File: config.mk
export PLATFORM = sky130hd
export DESIGN_NAME = ladder_coil_exec
export DESIGN_NICKNAME = d
export VERILOG_FILES = /design/src/hw/ladder_coil_pkg.sv /design/src/hw/edge_history.sv /design/src/hw/ladder_coil_exec.sv
export VERILOG_INCLUDE_DIRS = /design/src /design/src/hw
export SDC_FILE = /design/constraint.sdc
export NUM_CORES = 1
export LEC_CHECK = 0
export BUFFER_PORTS_ARGS = -buffer_cell sky130_fd_sc_hd__buf_2
export CAP_MARGIN = 20
export CORE_ASPECT_RATIO = 2
export CORE_MARGIN = 5
export CORE_UTILIZATION = 50
export DETAILED_ROUTE_END_ITERATION = 8
export PLACE_DENSITY = 0.69
export SYNTH_ARGS = -nofsm -noshare
export SYNTH_HDL_FRONTEND = slang
export SYNTH_SLANG_ARGS = --single-unit
File: constraint.sdc
create_clock -name sys_clk_i -period 10.24 [get_ports sys_clk_i]
set_input_delay 0.512 -clock sys_clk_i [delete_from_list [all_inputs] [get_ports sys_clk_i]]
set_output_delay 0.512 -clock sys_clk_i [all_outputs]
set_load 0.05 [all_outputs]
File: src/hw/ladder_coil_map.svh
// constants of the coil and edge instruction logic
// assumes inclusion by bare name from the package and the modules
`ifndef LADDER_COIL_MAP_SVH
`define LADDER_COIL_MAP_SVH
// boolean stack depth and index width
`define STACK_DEPTH 4'h8
`define DEPTH_W 4
// edge history slots and slot index width
`define EDGE_SLOTS 32
`define SLOT_W 5
// or-combined coil accumulator slots
`define OR_SLOTS 16
// largest bit index of a word
`define BIT_IDX_MAX 5'h0F
// bad bit index marker
`define BIT_IDX_BAD 5'h1F
// reset values
`define WORD_RST 16'h0000
`define COUNT_ONE 8'h01
`endif

File: src/hw/ladder_coil_pkg.sv
// types of the coil and edge instruction logic
// assumes the map header sits beside it
`include "ladder_coil_map.svh"
package ladder_coil_pkg;
	// instruction codes, handed in by the sequencer each step
	typedef enum logic [4:0] {
		OP_NOP,
		OP_BEGIN,
		OP_RISE_START,
		OP_FALL_START,
		OP_RISE_PAR,
		OP_FALL_PAR,
		OP_RISE_SER,
		OP_FALL_SER,
		OP_SER_MERGE,
		OP_PAR_MERGE,
		OP_INVERT,
		OP_COIL,
		OP_OR_COIL,
		OP_WORD_BIT,
		OP_ONE_SHOT,
		OP_SET,
		OP_RESET,
		OP_RUNG_END
	} op_t;
endpackage : ladder_coil_pkg

File: src/hw/edge_history.sv
// per-instruction previous-value store for edge detection
// assumes an asynchronous active-low reset with synchronised release from the parent
`timescale 1ns/1ps
`default_nettype none
`include "ladder_coil_map.svh"
module edge_history (
	input wire logic clk_i,
	input wire logic rst_n_i,
	input wire logic upd_i,
	input wire logic [`SLOT_W-1:0] slot_i,
	input wire logic cur_i,
	output logic rise_o,
	output logic fall_o
);
	logic [`EDGE_SLOTS-1:0] prev_reg;

	// edge terms against the copy from the previous execution
	assign rise_o = cur_i & ~prev_reg[slot_i];
	assign fall_o = ~cur_i & prev_reg[slot_i];

	// copy refreshed at every execution
	always_ff @(posedge clk_i or negedge rst_n_i) begin
		if (!rst_n_i) begin
			prev_reg <= '0;
		end else if (upd_i) begin
			prev_reg[slot_i] <= cur_i;
		end
	end
endmodule : edge_history
`default_nettype wire

File: src/hw/ladder_coil_exec.sv
// coil, edge contact, latch and stack execution for one step per clock
// assumes the sequencer supplies operands read from the image and memory
`timescale 1ns/1ps
`default_nettype none
`include "ladder_coil_map.svh"
module ladder_coil_exec
	import ladder_coil_pkg::*;
(
	input wire logic sys_clk_i,
	input wire logic reset_n_i,
	input wire logic scan_start_i,
	input wire logic instr_valid_i,
	input wire logic [4:0] op_i,
	input wire logic [15:0] addr_i,
	input wire logic point_val_i,
	input wire logic [15:0] word_i,
	input wire logic [7:0] bit_idx_i,
	input wire logic [7:0] count_i,
	input wire logic [`SLOT_W-1:0] slot_i,
	output logic wr_en_o,
	output logic wr_word_o,
	output logic [15:0] wr_addr_o,
	output logic [15:0] wr_data_o,
	output logic [7:0] wr_count_o,
	output logic rung_o,
	output logic [`DEPTH_W-1:0] depth_o,
	output logic stack_err_o,
	output logic index_err_o
);
	// ---------------------------------------------------------------
	// reset release
	// ---------------------------------------------------------------
	logic [1:0] rst_sync_reg;
	logic rst_n;
	always_ff @(posedge sys_clk_i or negedge reset_n_i) begin
		if (!reset_n_i) begin
			rst_sync_reg <= 2'b00;
		end else begin
			rst_sync_reg <= {rst_sync_reg[0], 1'b1};
		end
	end
	assign rst_n = rst_sync_reg[1];

	// ---------------------------------------------------------------
	// helpers
	// ---------------------------------------------------------------
	// BCD bit index to binary, bad marker when not BCD or beyond 15
	function automatic logic [4:0] bcd_bit(input logic [7:0] b);
		logic [4:0] v;
		v = `BIT_IDX_BAD;
		if (b[7:4] == 4'h0 && b[3:0] <= 4'h9) begin
			v = {1'b0, b[3:0]};
		end else if (b[7:4] == 4'h1 && b[3:0] <= 4'h5) begin
			v = {1'b0, b[3:0]} + 5'h0A;
		end
		return v;
	endfunction : bcd_bit

	// ---------------------------------------------------------------
	// state
	// ---------------------------------------------------------------
	logic [`STACK_DEPTH-1:0] stk_reg, stk_next;
	logic [`DEPTH_W-1:0] depth_reg, depth_next;
	logic [`OR_SLOTS-1:0] or_acc_reg, or_seen_reg;
	logic wr_en_reg, wr_word_reg, rung_reg, stack_err_reg, index_err_reg;
	logic [15:0] wr_addr_reg, wr_data_reg;
	logic [7:0] wr_count_reg;
	logic we, wword, ovf, und, bad_idx, upd, ecur, rise, fall;
	logic do_push, push_val, mod_top, top_new, do_merge, merge_or, top;
	logic or_hit, or_write;
	logic [15:0] wdata, word_src;
	logic [7:0] wcnt;
	logic [4:0] bidx;
	op_t op;

	assign op = op_t'(op_i);
	assign top = (depth_reg == '0) ? 1'b0 : stk_reg[3'(depth_reg - 4'h1)];
	assign bidx = bcd_bit(bit_idx_i);
	assign or_hit = or_seen_reg[slot_i[3:0]] & ~scan_start_i;
	// a word written last step is not yet in memory, so forward it
	assign word_src = (wr_en_reg && wr_word_reg && wr_addr_reg == addr_i) ? wr_data_reg : word_i;

	edge_history u_edge (
		.clk_i(sys_clk_i),
		.rst_n_i(rst_n),
		.upd_i(upd),
		.slot_i(slot_i),
		.cur_i(ecur),
		.rise_o(rise),
		.fall_o(fall)
	);

	// ---------------------------------------------------------------
	// instruction decode
	// ---------------------------------------------------------------
	always_comb begin
		we = 1'b0;
		wword = 1'b0;
		wdata = `WORD_RST;
		wcnt = `COUNT_ONE;
		bad_idx = 1'b0;
		upd = 1'b0;
		ecur = point_val_i;
		do_push = 1'b0;
		push_val = 1'b0;
		mod_top = 1'b0;
		top_new = top;
		do_merge = 1'b0;
		merge_or = 1'b0;
		or_write = 1'b0;
		if (instr_valid_i) begin
			case (op)
				OP_BEGIN: begin
					do_push = 1'b1;
					push_val = point_val_i;
				end
				OP_RISE_START: begin
					upd = 1'b1;
					do_push = 1'b1;
					push_val = rise;
				end
				OP_FALL_START: begin
					upd = 1'b1;
					do_push = 1'b1;
					push_val = fall;
				end
				OP_RISE_PAR: begin
					upd = 1'b1;
					mod_top = 1'b1;
					top_new = top | rise;
				end
				OP_FALL_PAR: begin
					upd = 1'b1;
					mod_top = 1'b1;
					top_new = top | fall;
				end
				OP_RISE_SER: begin
					upd = 1'b1;
					mod_top = 1'b1;
					top_new = top & rise;
				end
				OP_FALL_SER: begin
					upd = 1'b1;
					mod_top = 1'b1;
					top_new = top & fall;
				end
				OP_SER_MERGE: do_merge = 1'b1;
				OP_PAR_MERGE: begin
					do_merge = 1'b1;
					merge_or = 1'b1;
				end
				OP_INVERT: begin
					mod_top = 1'b1;
					top_new = ~top;
				end
				OP_COIL: begin
					we = 1'b1;
					wdata = {15'h0000, top};
				end
				OP_OR_COIL: begin
					we = 1'b1;
					or_write = 1'b1;
					wdata = {15'h0000, top | (or_hit & or_acc_reg[slot_i[3:0]])};
				end
				OP_WORD_BIT: begin
					if (bidx > `BIT_IDX_MAX) begin
						bad_idx = 1'b1;
					end else begin
						we = 1'b1;
						wword = 1'b1;
						wdata = word_src;
						wdata[bidx[3:0]] = top;
					end
				end
				OP_ONE_SHOT: begin
					upd = 1'b1;
					ecur = top;
					we = 1'b1;
					wdata = {15'h0000, rise};
				end
				OP_SET: begin
					we = top;
					wdata = 16'h0001;
					wcnt = count_i;
				end
				OP_RESET: begin
					we = top;
					wdata = `WORD_RST;
					wcnt = count_i;
				end
				default: begin
				end
			endcase
		end
	end

	// stack update: push, top rewrite or merge
	always_comb begin
		stk_next = stk_reg;
		depth_next = depth_reg;
		ovf = 1'b0;
		und = 1'b0;
		if (instr_valid_i && op == OP_RUNG_END) begin
			depth_next = '0;
		end else if (do_push) begin
			if (depth_reg == `STACK_DEPTH) begin
				ovf = 1'b1;
			end else begin
				stk_next[3'(depth_reg)] = push_val;
				depth_next = depth_reg + 4'h1;
			end
		end else if (mod_top) begin
			if (depth_reg == '0) begin
				und = 1'b1;
			end else begin
				stk_next[3'(depth_reg - 4'h1)] = top_new;
			end
		end else if (do_merge) begin
			if (depth_reg < 4'h2) begin
				und = 1'b1;
			end else begin
				stk_next[3'(depth_reg - 4'h2)] = merge_or ? (stk_next[3'(depth_reg - 4'h2)] | top)
					: (stk_next[3'(depth_reg - 4'h2)] & top);
				depth_next = depth_reg - 4'h1;
			end
		end
	end

	// ---------------------------------------------------------------
	// registers
	// ---------------------------------------------------------------
	// boolean stack, rung visible on its top
	always_ff @(posedge sys_clk_i or negedge rst_n) begin
		if (!rst_n) begin
			stk_reg <= '0;
			depth_reg <= '0;
			rung_reg <= 1'b0;
		end else begin
			stk_reg <= stk_next;
			depth_reg <= scan_start_i ? '0 : depth_next;
			rung_reg <= (depth_next == '0) ? 1'b0 : stk_next[3'(depth_next - 4'h1)];
		end
	end

	// or-coil accumulation, write in the start cycle counts as first
	always_ff @(posedge sys_clk_i or negedge rst_n) begin
		if (!rst_n) begin
			or_acc_reg <= '0;
			or_seen_reg <= '0;
		end else begin
			if (scan_start_i) begin
				or_seen_reg <= '0;
			end
			if (or_write) begin
				or_seen_reg[slot_i[3:0]] <= 1'b1;
				or_acc_reg[slot_i[3:0]] <= wdata[0];
			end
		end
	end

	// write command toward image and memory
	always_ff @(posedge sys_clk_i or negedge rst_n) begin
		if (!rst_n) begin
			wr_en_reg <= 1'b0;
			wr_word_reg <= 1'b0;
			wr_addr_reg <= `WORD_RST;
			wr_data_reg <= `WORD_RST;
			wr_count_reg <= `COUNT_ONE;
		end else begin
			wr_en_reg <= we;
			wr_word_reg <= wword;
			wr_addr_reg <= addr_i;
			wr_data_reg <= wdata;
			wr_count_reg <= wcnt;
		end
	end

	// sticky faults, cleared at scan start unless raised again
	always_ff @(posedge sys_clk_i or negedge rst_n) begin
		if (!rst_n) begin
			stack_err_reg <= 1'b0;
			index_err_reg <= 1'b0;
		end else begin
			stack_err_reg <= ovf | und | (stack_err_reg & ~scan_start_i);
			index_err_reg <= bad_idx | (index_err_reg & ~scan_start_i);
		end
	end

	assign wr_en_o = wr_en_reg;
	assign wr_word_o = wr_word_reg;
	assign wr_addr_o = wr_addr_reg;
	assign wr_data_o = wr_data_reg;
	assign wr_count_o = wr_count_reg;
	assign rung_o = rung_reg;
	assign depth_o = depth_reg;
	assign stack_err_o = stack_err_reg;
	assign index_err_o = index_err_reg;

	logic ex;
	assign ex = instr_valid_i && !scan_start_i;
endmodule : ladder_coil_exec
`default_nettype wire

Word-level counts from Yosys, hierarchy flattened
Index checks and enable logic that the tools add are counted.

Register bits: 123. Input bits: 63. Output and inout bits: 49. Word-level logic and storage cells: 189.

Add/subtract/negate cells: 5. $lt $le $gt $ge: 17. Eq/ne operators: 20. Mux-type cells: 92. Bitwise gates (word level): 21. Reductions and logical operators: 20.

Operators with widths (count): $mux 16 (5); $pmux 16 s5 (1); $mux 8 (9); $mux 1 (47); $eq 5x4->1 const B (8); $bwmux 16 (2); $bwmux 32 (1); $mux 4 (7); $bwmux 8 (3); $eq 5x3->1 const B (4); $eq 16x16->1 (1); $lt 3x4->1 const B (4); $or 16x16->16 (1); $logic_not 4->1 (3); $logic_and 1x1->1 (11); $eq 5x2->1 const B (2); $eq 5x5->1 const B (2); $lt 4x5->1 const B (2); $mux 5 (2); $and 1x1->1 (9); $bmux 1 s3 (3); $demux 1 s3 (3); $ge 3x1->1 const B (3); $bmux 1 s4 (2); 26 further kinds (40).

Depth between registers and ports, before layout
Gate-level depths: netlist (run 1).

Depth in word-level cells: 19. Gate-level depth with buffers: 15. Depth with buffers taken out: 13.

By module
From an unflattened synthesis (run 1), not the netlist that was laid out.

Cells, all modules: 768. Area total of the unflattened synthesis: 7352.1 sq um.

Modules (own cells, without submodules): ladder_coil_exec (times used 1, cells each 609, area an instance 5644.2 sq um); edge_history (times used 1, cells each 159, area an instance 1707.9 sq um).

Worst setup path after synthesis (run 1)
No wires, ideal clock.

Path kind: flip-flop to flip-flop. Start point: reg depth_reg[1] (netlist: depth_o[1]). End point: reg rung_reg (netlist: rung_o). Setup time: 65 ps. Arrival: 3877 ps. Path slack: 6298 ps. Cell stages (with the launch flop): 15. Clock period less this slack: 3942 ps. Cell sequence: dfrtp_1 -> inv_1 -> ha_1 -> xnor2_2 -> a2111oi_0 -> a211o_1 -> o31a_1 -> buf_2 -> o31a_1 -> and3_4 -> a311o_1 -> a211oi_2 -> a2111oi_0 -> a2111oi_0 -> or2_1.

Longest elaborated chain between the ends: 19. Elaborated cells on any way between the ends: 64. Those cells by class: add/sub (4); order compare (7); eq/ne (1); mux (37); bitwise (10); reduce/logical (5).

Ends and longest elaborated chain: start, declared (RTL line ladder_coil_exec.sv:63) `` logic [`DEPTH_W-1:0] depth_reg, depth_next; ``; start signal, assigned (RTL line ladder_coil_exec.sv:240) `depth_reg <= scan_start_i ? '0 : depth_next;`; $sub 4x1->4 (RTL line ladder_coil_exec.sv:224) `depth_next = depth_reg - 4'h1;`; $bmux 1 s3 (RTL line ladder_coil_exec.sv:77) `assign top = (depth_reg == '0) ? 1'b0 : stk_reg[3'(depth_reg - 4'h1)];`; $mux 1 (implied by the code) (RTL line ladder_coil_exec.sv:77); $mux 1 (RTL line ladder_coil_exec.sv:77); $mux 1 (RTL line ladder_coil_exec.sv:112) `case (op)`; $mux 1 (RTL line ladder_coil_exec.sv:111) `if (instr_valid_i) begin`; $not 1->1 (RTL line edge_history.sv:19) `assign fall_o = ~cur_i & prev_reg[slot_i];`; $and 1x1->1 (RTL line edge_history.sv:19); [3 not listed]; $bwmux 8 (RTL line ladder_coil_exec.sv:216) `stk_next[3'(depth_reg - 4'h1)] = top_new;`; $mux 8 (RTL line ladder_coil_exec.sv:213) `if (depth_reg == '0) begin`; $mux 8 (RTL line ladder_coil_exec.sv:212) `end else if (mod_top) begin`; $mux 8 (RTL line ladder_coil_exec.sv:205) `end else if (do_push) begin`; $mux 8 (RTL line ladder_coil_exec.sv:203) `if (instr_valid_i && op == OP_RUNG_END) begin`; $bmux 1 s3 (RTL line ladder_coil_exec.sv:241) `rung_reg <= (depth_next == '0) ? 1'b0 : stk_next[3'(depth_next - 4'h1)];`; $mux 1 (implied by the code) (RTL line ladder_coil_exec.sv:241); $mux 1 (*) (RTL line ladder_coil_exec.sv:241); end signal, assigned (RTL line ladder_coil_exec.sv:241); end, declared (RTL line ladder_coil_exec.sv:65) `logic wr_en_reg, wr_word_reg, rung_reg, stack_err_reg, index_err_reg;`.

Mark *: on every way between the ends. The rest lies on a longest branch, timed or not. The select of a mux whose other input is x is not followed. A chain may end at the register's enable or synchronous reset.

Worst setup path in the final report (run 1)
Start point: reg depth_reg[0] (netlist: depth_o[0]). End point: reg rung_reg (netlist: rung_o).

Same word-level chain as after synthesis.

==> results of run 1 <==
-- layout make-up --
class | count | area, µm² | area share (%)
multi-input cells | 579 | 3810 | 45.0
clock buffers | 17 | 425 | 5.02
clock inverters | 15 | 176 | 2.08
repair buffers | 120 | 626 | 7.39
well taps | 192 | 240 | 2.84
flip-flops and latches | 123 | 3080 | 36.4
inverters | 29 | 109 | 1.29
-- worst max-delay path, delay by kind of cell, from the launching register on --
family                     cells  cell delay (ns)
DFF                            1             0.86
AOI/OAI and AO/OA              7             1.84
and+or+nand+nor                3             0.96
buffers and inverters          1             0.34
xor gates and xnor gates       1             0.22
adders and majority gates      1             0.38
-- synth_stat cells (7+ instances only) --
cell type  count  area share, %
or3_1          7           0.61
nand3_1       27            1.9
a311oi_1      15            1.8
o21ai_0       21            1.5
nor4_1         8           0.70
a21oi_1       70            4.9
nand2_1       52            2.7
and3_1         7           0.61
mux2_2        32            5.0
nand4_1        8           0.70
clkbuf_1      34            1.8
mux2i_1        9            1.3
ha_1           9            1.6
xnor2_1       15            1.8
a211oi_1       8           0.84
nor2b_1       11           0.96
dfrtp_1      122             43
inv_1         29            1.5
nor2_1       107            5.6
mux4_2        10            3.1
and2_1         9           0.79
nand2b_1       8           0.70
a31oi_1       16            1.4
o22ai_1       17            1.5
nor3_1        26            1.8
-- repair_timing --
action | in CTS | in global routing
hold endpoints to repair | 2 | 0
gates resized for setup | 0 | 0
endpoints found under the setup margin | 0 | 0
hold buffers | 1 | 0
-- stage by stage --
stage / setup WS [ns] / util [%]
after floorplan: 6.30 / -
after global placement: 5.68 / 55.3
after detailed placement: 5.59 / 55.3
after CTS: 5.57 / 59.7
after global routing: 5.14 / 59.7
final: 5.51 / 59.7
-- power by group --
part | total [mW] | leakage, nW | internal [mW] | switching, mW
Clock | 0.611 | 0.293 | 0.349 | 0.262
Combinational | 0.201 | 1.79 | 0.0793 | 0.121
Sequential | 0.551 | 1.64 | 0.517 | 0.0344
Total | 1.36 | 3.72 | 0.945 | 0.418
-- layer usage --
layer / global-route usage, % / vias to the layer above / part of all wire (%)
li1: - / 3030 / -
met1: 31.8 / 3035 / 42
met2: 39.0 / 281 / 49
met3: 3.30 / 42 / 6.5
met4: 9.94 / 0 / 2.3
met5: 0 / - / 0
-- worst min path at each step --
stage,cells past startpoint,endpoint,from,slack (ns)
after floorplan,0,rst_sync_reg[0]$_DFF_PN0_,reset_n_i,0.22
after global placement,1,rst_sync_reg[0]$_DFF_PN0_,reset_n_i,0.30
after detailed placement,1,rst_sync_reg[0]$_DFF_PN0_,reset_n_i,0.30
after CTS,1,wr_addr_o[11]$_DFF_PN0_,addr_i[11],0.20
after global routing,1,wr_addr_o[11]$_DFF_PN0_,addr_i[11],0.21
final,1,wr_addr_o[11]$_DFF_PN0_,addr_i[11],0.22
-- cells by family (layout without fill, tap and decap cells) --
family | after synthesis | count (layout) | synth area share, %
AND/OR/NAND/NOR | 292 | 292 | 19.6
AO/OA/AOI/OAI | 201 | 201 | 18.6
flip-flops | 123 | 123 | 43.0
buffers and inverters | 74 | 181 | 4.21
multiplexers | 52 | 52 | 9.79
XOR/XNOR | 23 | 23 | 3.02
adder cells (fa/ha/maj) | 10 | 10 | 1.73
other | 1 | 1 | 0.0523
==> reports/qor.yml, run 1 <==
worst_setup_path:
  cp.required_ns: 10.55
  crit_path_start: "depth_o[0]$_DFF_PN0_"
  cp_cell_sequence: "inv_1, ha_1, xnor2_2, a2111oi_0, a211o_1, or2_1, o31ai_1, and3_4, a311o_1, a211oi_2, a2111oi_0, a2111oi_0, or2_1"
  crit_path_max_incr_delay_ns: 0.86
  setup.worst_path.class: "reg2reg"
  reg2reg_depth: 13
  critPathLaunchType: "register"
  crit_path_frequent_cell: "a2111oi_0"
  r2r_start: "depth_o[0]$_DFF_PN0_"
  path_max_fanout: 23
  rrSetupSlack_ns: 5.51
  endpoint: "rung_o$_DFF_PN0_"
  end_kind: "register"
  critPathSlowestCell: "dfrtp_1"
  worstPathArrival_ns: 5.04
  r2r-end: "rung_o$_DFF_PN0_"
synth:
  ys.flop_type: "dfrtp_1"
  synth_area_per_cell_um2: 9.24
  synthArstFlopShare_pct: 100
  synth_edf_count: 0
  synth_area_um2: 7170
  syn_inst: 776
  synthesis.nets: 848
  synth.distinct_cells: 76
  synth_seq_area_share_pct: 43.0
  ys_ff_latch: 123
  yosysWarnings: 0
clock_network:
  clockRootBuffer: "clkbuf_16"
  post_cts_buffers: 0
  clk_pin_slew_ns: 0.07
  cts_tree: "built"
  clock_latency_ns: 0.42
  numCtsBuffers: 17
  clockBufferDepth: 2
  cts-htree-levels: 4
  cts_sinks: 123
sta:
  finalHoldViolCount: 0
  setup_viol: 0
  fin_skew_ns: 0.00847
  drv_slew: 0
  tightest_slew_ns: 0.954
  rsz0062_at_grt: "no"
  finalSetupTns_ns: 0
  fin_crit_sh_pct: 46.2
  fmax_ghz: 0.212
  slew_headroom_pct: 35.8
  holdWs_ns: 0.215
  period_minus_slack_ns: 4.73
layout:
  design_area_um2: 8470
  layout.cells.most_common: "dfrtp_1"
  final_cell_mix: "dfrtp_1, buf_2, nor2_1"
  instances_no_fill: 1075
  drive_gt1_share_pct: 24.1
  num-nets-final: 942
  largest_register_ffs: 32
  area_growth_pct: 18.1
  diodes: 0
  fillers: 1216
routing:
  first_pass_iters: 7
  drt_wl_total_um: 19900
  ant_nets: 0
  drc: 0
  wire_per_inst_um: 18.5
  avgViaCountPerCell: 5.94
  vias: 6388
  drt_iter0_drc: 524
floorplan:
  start_util_pct: 50.5
  die_h_um: 179
  die_area_um2: 17000
  die_w_um: 94.7
  placementRows: 62
  ios: 112
  coreArea_um2: 14200
power:
  powerDensity_nw_per_um2: 161
  total_power_mw: 1.36
  p_leak_nw: 3.72
  vdd_ir_drop_max_mv: 0.160
placement:
  post_dp_cell_area_um2: 7860
  port_buffers: 111
  dp_hpwl_um: 13800
  gp_congestion: 0.984
  dp.cells: 1042
global_routing:
  overflow: 0
  grt_pass1_vias: 6217
  grt_first_pass_wirelength_um: 31900
  antenna_found_initial: 0
  grt_util_all_layers_pct: 23.9
  grt_max_degree: 73
run_status:
  outcome: "complete, no violations"
min_path:
  holdCritPathClass: "in2reg"
job:
  drv_cap: 0
(Power assumes the default switching activity.)
==> run 2, diff against run 1 <==
Clock period 10.24 ns to 4.45 ns, I/O delays scaled along.
==> run 2 against run 1 <==
Effect of this change: clock skew rose by 0.00067 ns; power rose by 120%; critical path depth did not move; worst setup slack got worse by 5.0 ns; first-iteration DRC count fell by 1.9%; routed wire length fell by 0.60%; clock power rose by 120%; via count rose by 1.5%; count of clock-buffer cells in the layout did not move; sequential share of layout area fell by 0.97 points; combinational power rose by 140%; register-to-register slack got worse by 5.0 ns; critical path type unchanged.
==> reports/qor.yml, run 2 (synthesis results as in run 1) <==
layout:
  num-nets-final: 969  # +2.9%
  design_area_um2: 8700  # +2.7%
  fillers: 1228  # +0.99%
  diodes: 0  # unchanged
  largest_register_ffs: 32  # unchanged
  multi_input_area_um2: 3810  # unchanged
  area_growth_pct: 21.4
  layout.cells.most_common: "dfrtp_1"
  ff_latch_area_um2: 3080  # unchanged
  drive_gt1_share_pct: 24.2  # +0.054 points
  final_cell_mix: "dfrtp_1, buf_2, nor2_1"
sta:
  drv_slew: 0  # unchanged
  holdWs_ns: 0.0166  # -0.198 ns
  tightest_slew_ns: 1.01  # +0.0578 ns
  setup_ws_ns: 0.483  # -5.03 ns
  fin_crit_sh_pct: 89.1  # +43 points
  fmax_ghz: 0.252  # +19%
  finalHoldViolCount: 0  # unchanged
  slew_headroom_pct: 31.9  # -3.9 points
  rsz0062_at_grt: "no"
  setup_viol: 0  # unchanged
  fin_skew_ns: 0.00914  # +0.000667 ns
  finalSetupTns_ns: 0  # unchanged
  period_minus_slack_ns: 3.97  # -0.761 ns
min_path:
  hold_path_end: "wr_count_o[6]$_DFF_PN0_"
  hp-start: "count_i[6]"
  min_path_cells: 2  # +1
  holdCritPathClass: "in2reg"
clock_network:
  post_cts_resized: 0  # unchanged
  cts_sinks: 123  # unchanged
  clock_latency_ns: 0.42  # about the same
  clockBufferDepth: 2  # unchanged
  clockRootBuffer: "clkbuf_16"
  clk_pin_slew_ns: 0.06  # about the same
  numCtsBuffers: 17  # unchanged
  cts-htree-levels: 4  # unchanged
  cts_tree: "built"
run_status:
  outcome: "complete, no violations"
worst_setup_path:
  rrSetupSlack_ns: 0.48  # -5.03 ns
  critPathSlowestCell: "dfrtp_1"
  r2r_start: "depth_o[1]$_DFF_PN0_"
  setup.worst_path.class: "reg2reg"
  end_kind: "register"
  cp.required_ns: 4.76  # -5.79 ns
  path_max_fanout: 10  # -57%
  crit_path_max_incr_delay_ns: 0.57  # -0.29 ns
  cp_cell_sequence: "inv_1, ha_1, xnor2_2, a2111oi_0, a211o_1, or2_1, o31ai_1, and3_4, a311o_1, a211oi_2, a2111oi_0, a2111oi_0, or2_1"
  reg2reg_depth: 13  # unchanged
  critPathLaunchType: "register"
  worstPathArrival_ns: 4.28  # -0.76 ns
  r2r-end: "rung_o$_DFF_PN0_"
  crit_path_frequent_cell: "a2111oi_0"
floorplan:
  start_util_pct: 50.5  # unchanged
  die_w_um: 94.7  # unchanged
  ios: 112  # unchanged
  die_h_um: 179  # unchanged
  placementRows: 62  # unchanged
  coreArea_um2: 14200  # unchanged
  die_area_um2: 17000  # unchanged
global_routing:
  antenna_found_initial: 0  # unchanged
  overflow: 0  # unchanged
  grt_first_pass_wirelength_um: 32000  # +0.24%
  grt_pass1_vias: 6136  # -1.3%
  grt_util_all_layers_pct: 24.0  # +0.15 points
  grt_max_degree: 74  # +1.4%
routing:
  avgViaCountPerCell: 5.89  # -0.95%
  wire_per_inst_um: 18.0  # -3.0%
  vias: 6486  # +1.5%
  drc: 0  # unchanged
  routed.top_layer: "met4"
  ant_nets: 0  # unchanged
  first_pass_iters: 5  # -2
  wl_met2_um: 9590  # -1.7%
  wl_met1_um: 8170  # -2.9%
  drt_wl_total_um: 19800  # -0.60%
  wl_met3_um: 1490  # +15%
  drt_iter0_drc: 514  # -1.9%
placement:
  dp_hpwl_um: 13900  # +0.57%
  port_buffers: 111  # unchanged
  post_dp_cell_area_um2: 7910  # +0.67%
  gp_congestion: 0.958  # -2.6%
  place_ws_ns: 0.531  # -5.06 ns
job:
  drv_cap: 0  # unchanged
power:
  p_leak_nw: 3.81  # +2.4%
  powerDensity_nw_per_um2: 352  # +120%
  vdd_ir_drop_max_mv: 0.387  # +140%
run 2: changes by cell type in the layout (fill, tap and decap cells not counted):
cell,before,now
buf_4,8,15
bufinv_16,1,0
clkinv_4,2,1
clkinv_8,2,3
clkinvlp_4,1,5
dlygate4sd3_1,1,21
inv_6,5,3
inv_8,4,3
run 2: worst max-delay path, delay by kind of cell (launching register included):
family / cells / cell delay, ns
simple gates: 3 / 0.80
buf+inv: 1 / 0.18
compound gates: 7 / 1.77
flops: 1 / 0.57
xor+xnor: 1 / 0.22
fa+ha+maj: 1 / 0.30
run 2: per-layer routing:
layer	up-vias	global-route usage [%]
met5	-	0
met4	0	9.70
met3	42	4.39
met2	286	38.1
met1	3077	32.4
li1	3081	-
run 2: metrics by stage:
stage	util, %	total power, mW	instances
5_1_grt	61.3	3.19	1102
6_report	61.3	3.06	1102
4_1_cts	61.3	3.09	1102
3_5_place_dp	55.7	1.74	1049
3_3_place_gp	55.7	1.74	1049
2_1_floorplan	-	1.60	776
run 2: final cells by class:
type / instances / area share (%)
clock buffers: 17 / 4.89
clock inverters: 15 / 1.78
inverters: 29 / 1.25
multi-input cells: 579 / 43.8
flip-flops and latches: 123 / 35.4
well taps: 192 / 2.76
repair buffers: 147 / 10.1
run 2: how the worst max path moves through the flow:
stage,endpoint,startpoint,cells after the start
6_report,rung_o$_DFF_PN0_,depth_o[1]$_DFF_PN0_,13
4_1_cts,rung_o$_DFF_PN0_,depth_o[1]$_DFF_PN0_,13
3_3_place_gp,rung_o$_DFF_PN0_,depth_o[1]$_DFF_PN0_,13
3_5_place_dp,rung_o$_DFF_PN0_,depth_o[1]$_DFF_PN0_,13
2_1_floorplan,rung_o$_DFF_PN0_,depth_o[1]$_DFF_PN0_,14
5_1_grt,rung_o$_DFF_PN0_,depth_o[1]$_DFF_PN0_,13
run 2: what timing repair did:
item,4_1_cts,5_1_grt
buffers inserted,0,0
hold endpoints to repair,22,0
endpoints found under the setup margin,0,0
hold buffers,21,0
run 2: where the power goes:
part | internal (mW) | total (mW) | leakage, nW | switching (mW)
Clock | 0.740 | 1.32 | 0.267 | 0.579
Sequential | 1.19 | 1.26 | 1.64 | 0.0714
Combinational | 0.197 | 0.485 | 1.90 | 0.288
Total | 2.13 | 3.06 | 3.81 | 0.938
==> run 3, diff against run 2 <==
Settings changed: CORE_UTILIZATION 50 to 58, PLACE_DENSITY 0.69 to 0.78.
==> run 3 against run 2 <==
Effect of this change: first-iteration DRC count is 16% lower; global-route usage grew 6.4 points; combinational power about the same; final cell count decreased by 4.4%; design area fell by 1.5%; non-clock buffer count fell by 4; utilization grew 9.4 points; via count rose by 4.9%.
==> reports/qor.yml, run 3 (synthesis results as in run 1) <==
global_routing:
  grt_pass1_vias: 6774  # +10%
  grt_max_degree: 44  # -41%
  grt_util_all_layers_pct: 30.4  # +6.4 points
  grt_first_pass_wirelength_um: 34800  # +8.8%
  antenna_found_initial: 0  # unchanged
  overflow: 0  # unchanged
floorplan:
  start_util_pct: 59.1  # +8.6 points
  placementRows: 57  # -8.1%
  die_area_um2: 14800  # -13%
  die_w_um: 88.6  # -6.4%
  ios: 112  # unchanged
  coreArea_um2: 12100  # -15%
  die_h_um: 167  # -6.8%
routing:
  drc: 0  # unchanged
  routed.top_layer: "met4"
  wl_met2_um: 12200  # +27%
  ant_nets: 0  # unchanged
  drt_iter0_drc: 431  # -16%
  wl_met3_um: 1270  # -15%
  wire_per_inst_um: 21.1  # +17%
  drt_wl_total_um: 22200  # +12%
  avgViaCountPerCell: 6.46  # +9.7%
  first_pass_iters: 5  # unchanged
  wl_met1_um: 7540  # -7.7%
  vias: 6801  # +4.9%
placement:
  dp_hpwl_um: 16100  # +16%
  port_buffers: 111  # unchanged
  post_dp_cell_area_um2: 7850  # -0.71%
  gp_congestion: 0.914  # -4.6%
sta:
  slew_headroom_pct: 27.0  # -4.9 points
  fin_skew_ns: 0.0137  # +0.00454 ns
  drv_slew: 0  # unchanged
  period_minus_slack_ns: 4.12  # +0.155 ns
  finalHoldViolCount: 0  # unchanged
  tightest_slew_ns: 1.08  # +0.0728 ns
  fin_crit_sh_pct: 92.6  # +3.5 points
  rsz0062_at_grt: "no"
  finalSetupTns_ns: 0  # unchanged
  setup_viol: 0  # unchanged
  fmax_ghz: 0.243  # -3.8%
clock_network:
  post_cts_buffers: 0  # unchanged
  hold_buffers: 17  # -19%
  clk_pin_slew_ns: 0.06  # about the same
  clock_latency_ns: 0.42  # about the same
  cts_sinks: 123  # unchanged
  post_cts_resized: 0  # unchanged
  numCtsBuffers: 17  # unchanged
  clockRootBuffer: "clkbuf_16"
  clockBufferDepth: 2  # unchanged
  cts_tree: "built"
  cts-htree-levels: 4  # unchanged
worst_setup_path:
  critPathLaunchType: "register"
  crit_path_max_incr_delay_ns: 0.56  # about the same
  cp_num_cells: 13  # unchanged
  crit_path_frequent_cell: "a2111oi_0"
  setup.worst_path.class: "reg2reg"
  critPathSlowestCell: "dfrtp_1"
  critPathTopFamily: "compound AO/OA/AOI/OAI gates"
  crit_buf_inv: 1  # unchanged
  worstPathArrival_ns: 4.43  # +0.15 ns
  path_max_fanout: 10  # unchanged
  cp_cell_sequence: "inv_1, ha_1, xnor2_2, a2111oi_0, a211o_1, or2_1, o31ai_1, and3_4, a311o_1, a211oi_2, a2111oi_0, a2111oi_0, or2_1"
  cp.required_ns: 4.76  # about the same
  end_kind: "register"
  reg2reg_depth: 13  # unchanged
min_path:
  min_path_cells: 2  # unchanged
  holdCritPathClass: "in2reg"
layout:
  area_growth_pct: 19.6
  layout.cells.most_common: "dfrtp_1"
  drive_gt1_share_pct: 24.2  # about the same
  largest_register_ffs: 32  # unchanged
  num-nets-final: 965  # -0.41%
  design_area_um2: 8570  # -1.5%
  final_cell_mix: "dfrtp_1, buf_2, nor2_1"
  diodes: 0  # unchanged
power:
  powerDensity_nw_per_um2: 358  # +1.5%
  p_leak_nw: 3.78  # -0.65%
  vdd_ir_drop_max_mv: 0.307  # -21%
job:
  drv_cap: 0  # unchanged
run_status:
  outcome: "complete, no violations"
[run 3: changes by cell type in the layout (fill, tap and decap cells not counted), sizes merged]
cell / delta
clkinvlp: -1
dlygate4sd3: -4
inv: +1
clkinv: -2
clkbuf: +2
[run 3: routing by layer]
| metal | GRT usage [%] | vias up |
|---|---|---|
| met1 | 32.3 | 3305 |
| met4 | 16.5 | 0 |
| met5 | 0 | - |
| met2 | 55.0 | 342 |
| li1 | - | 3072 |
| met3 | 4.97 | 82 |
[run 3: report_power, final]
group | switching (mW) | leakage [nW] | internal (mW) | total, mW
combinational | 0.292 | 1.89 | 0.196 | 0.488
clock | 0.562 | 0.260 | 0.739 | 1.30
sequential | 0.0867 | 1.64 | 1.19 | 1.28
total | 0.941 | 3.78 | 2.13 | 3.07
[run 3: per-stage QoR]
step           hold slack [ns]  util [%]  power [mW]  cells  setup slack (ns)
2_1_floorplan          -0.0731         -        1.60    776             0.508
3_3_place_gp           0.00763      64.7        1.75   1003             0.587
3_5_place_dp           0.00925      64.8        1.76   1004             0.391
4_1_cts                0.00252      70.7        3.07   1053             0.368
5_1_grt                 0.0107      70.7        3.18   1053             0.128
6_report               0.00439      70.7        3.07   1053             0.328
[run 3: final timing paths]
kind | startpoint | to | slack (ns)
worst max-delay path | depth_o[1]$_DFF_PN0_ | rung_o$_DFF_PN0_ | 0.33
worst min register to register | rst_sync_reg[1]$_DFF_PN0_ | depth_o[0]$_DFF_PN0_ | 0.31
worst max register to register | depth_o[1]$_DFF_PN0_ | rung_o$_DFF_PN0_ | 0.33
min in group asynchronous | reset_n_i | rst_sync_reg[0]$_DFF_PN0_ | 0.11
max in group asynchronous | rst_sync_reg[1]$_DFF_PN0_ | or_seen_reg[7]$_DFF_PN0_ | 3.20
worst min-delay path | count_i[7] | wr_count_o[7]$_DFF_PN0_ | 0.004
[run 3: final cells by class]
type | count | area, µm²
clock buffer | 19 | 443
clock inverter | 13 | 108
fill | 940 | 3550
inverter | 29 | 109
multi-input combinational | 579 | 3810
sequential | 123 | 3080
tap | 147 | 184
timing repair buffer | 143 | 838
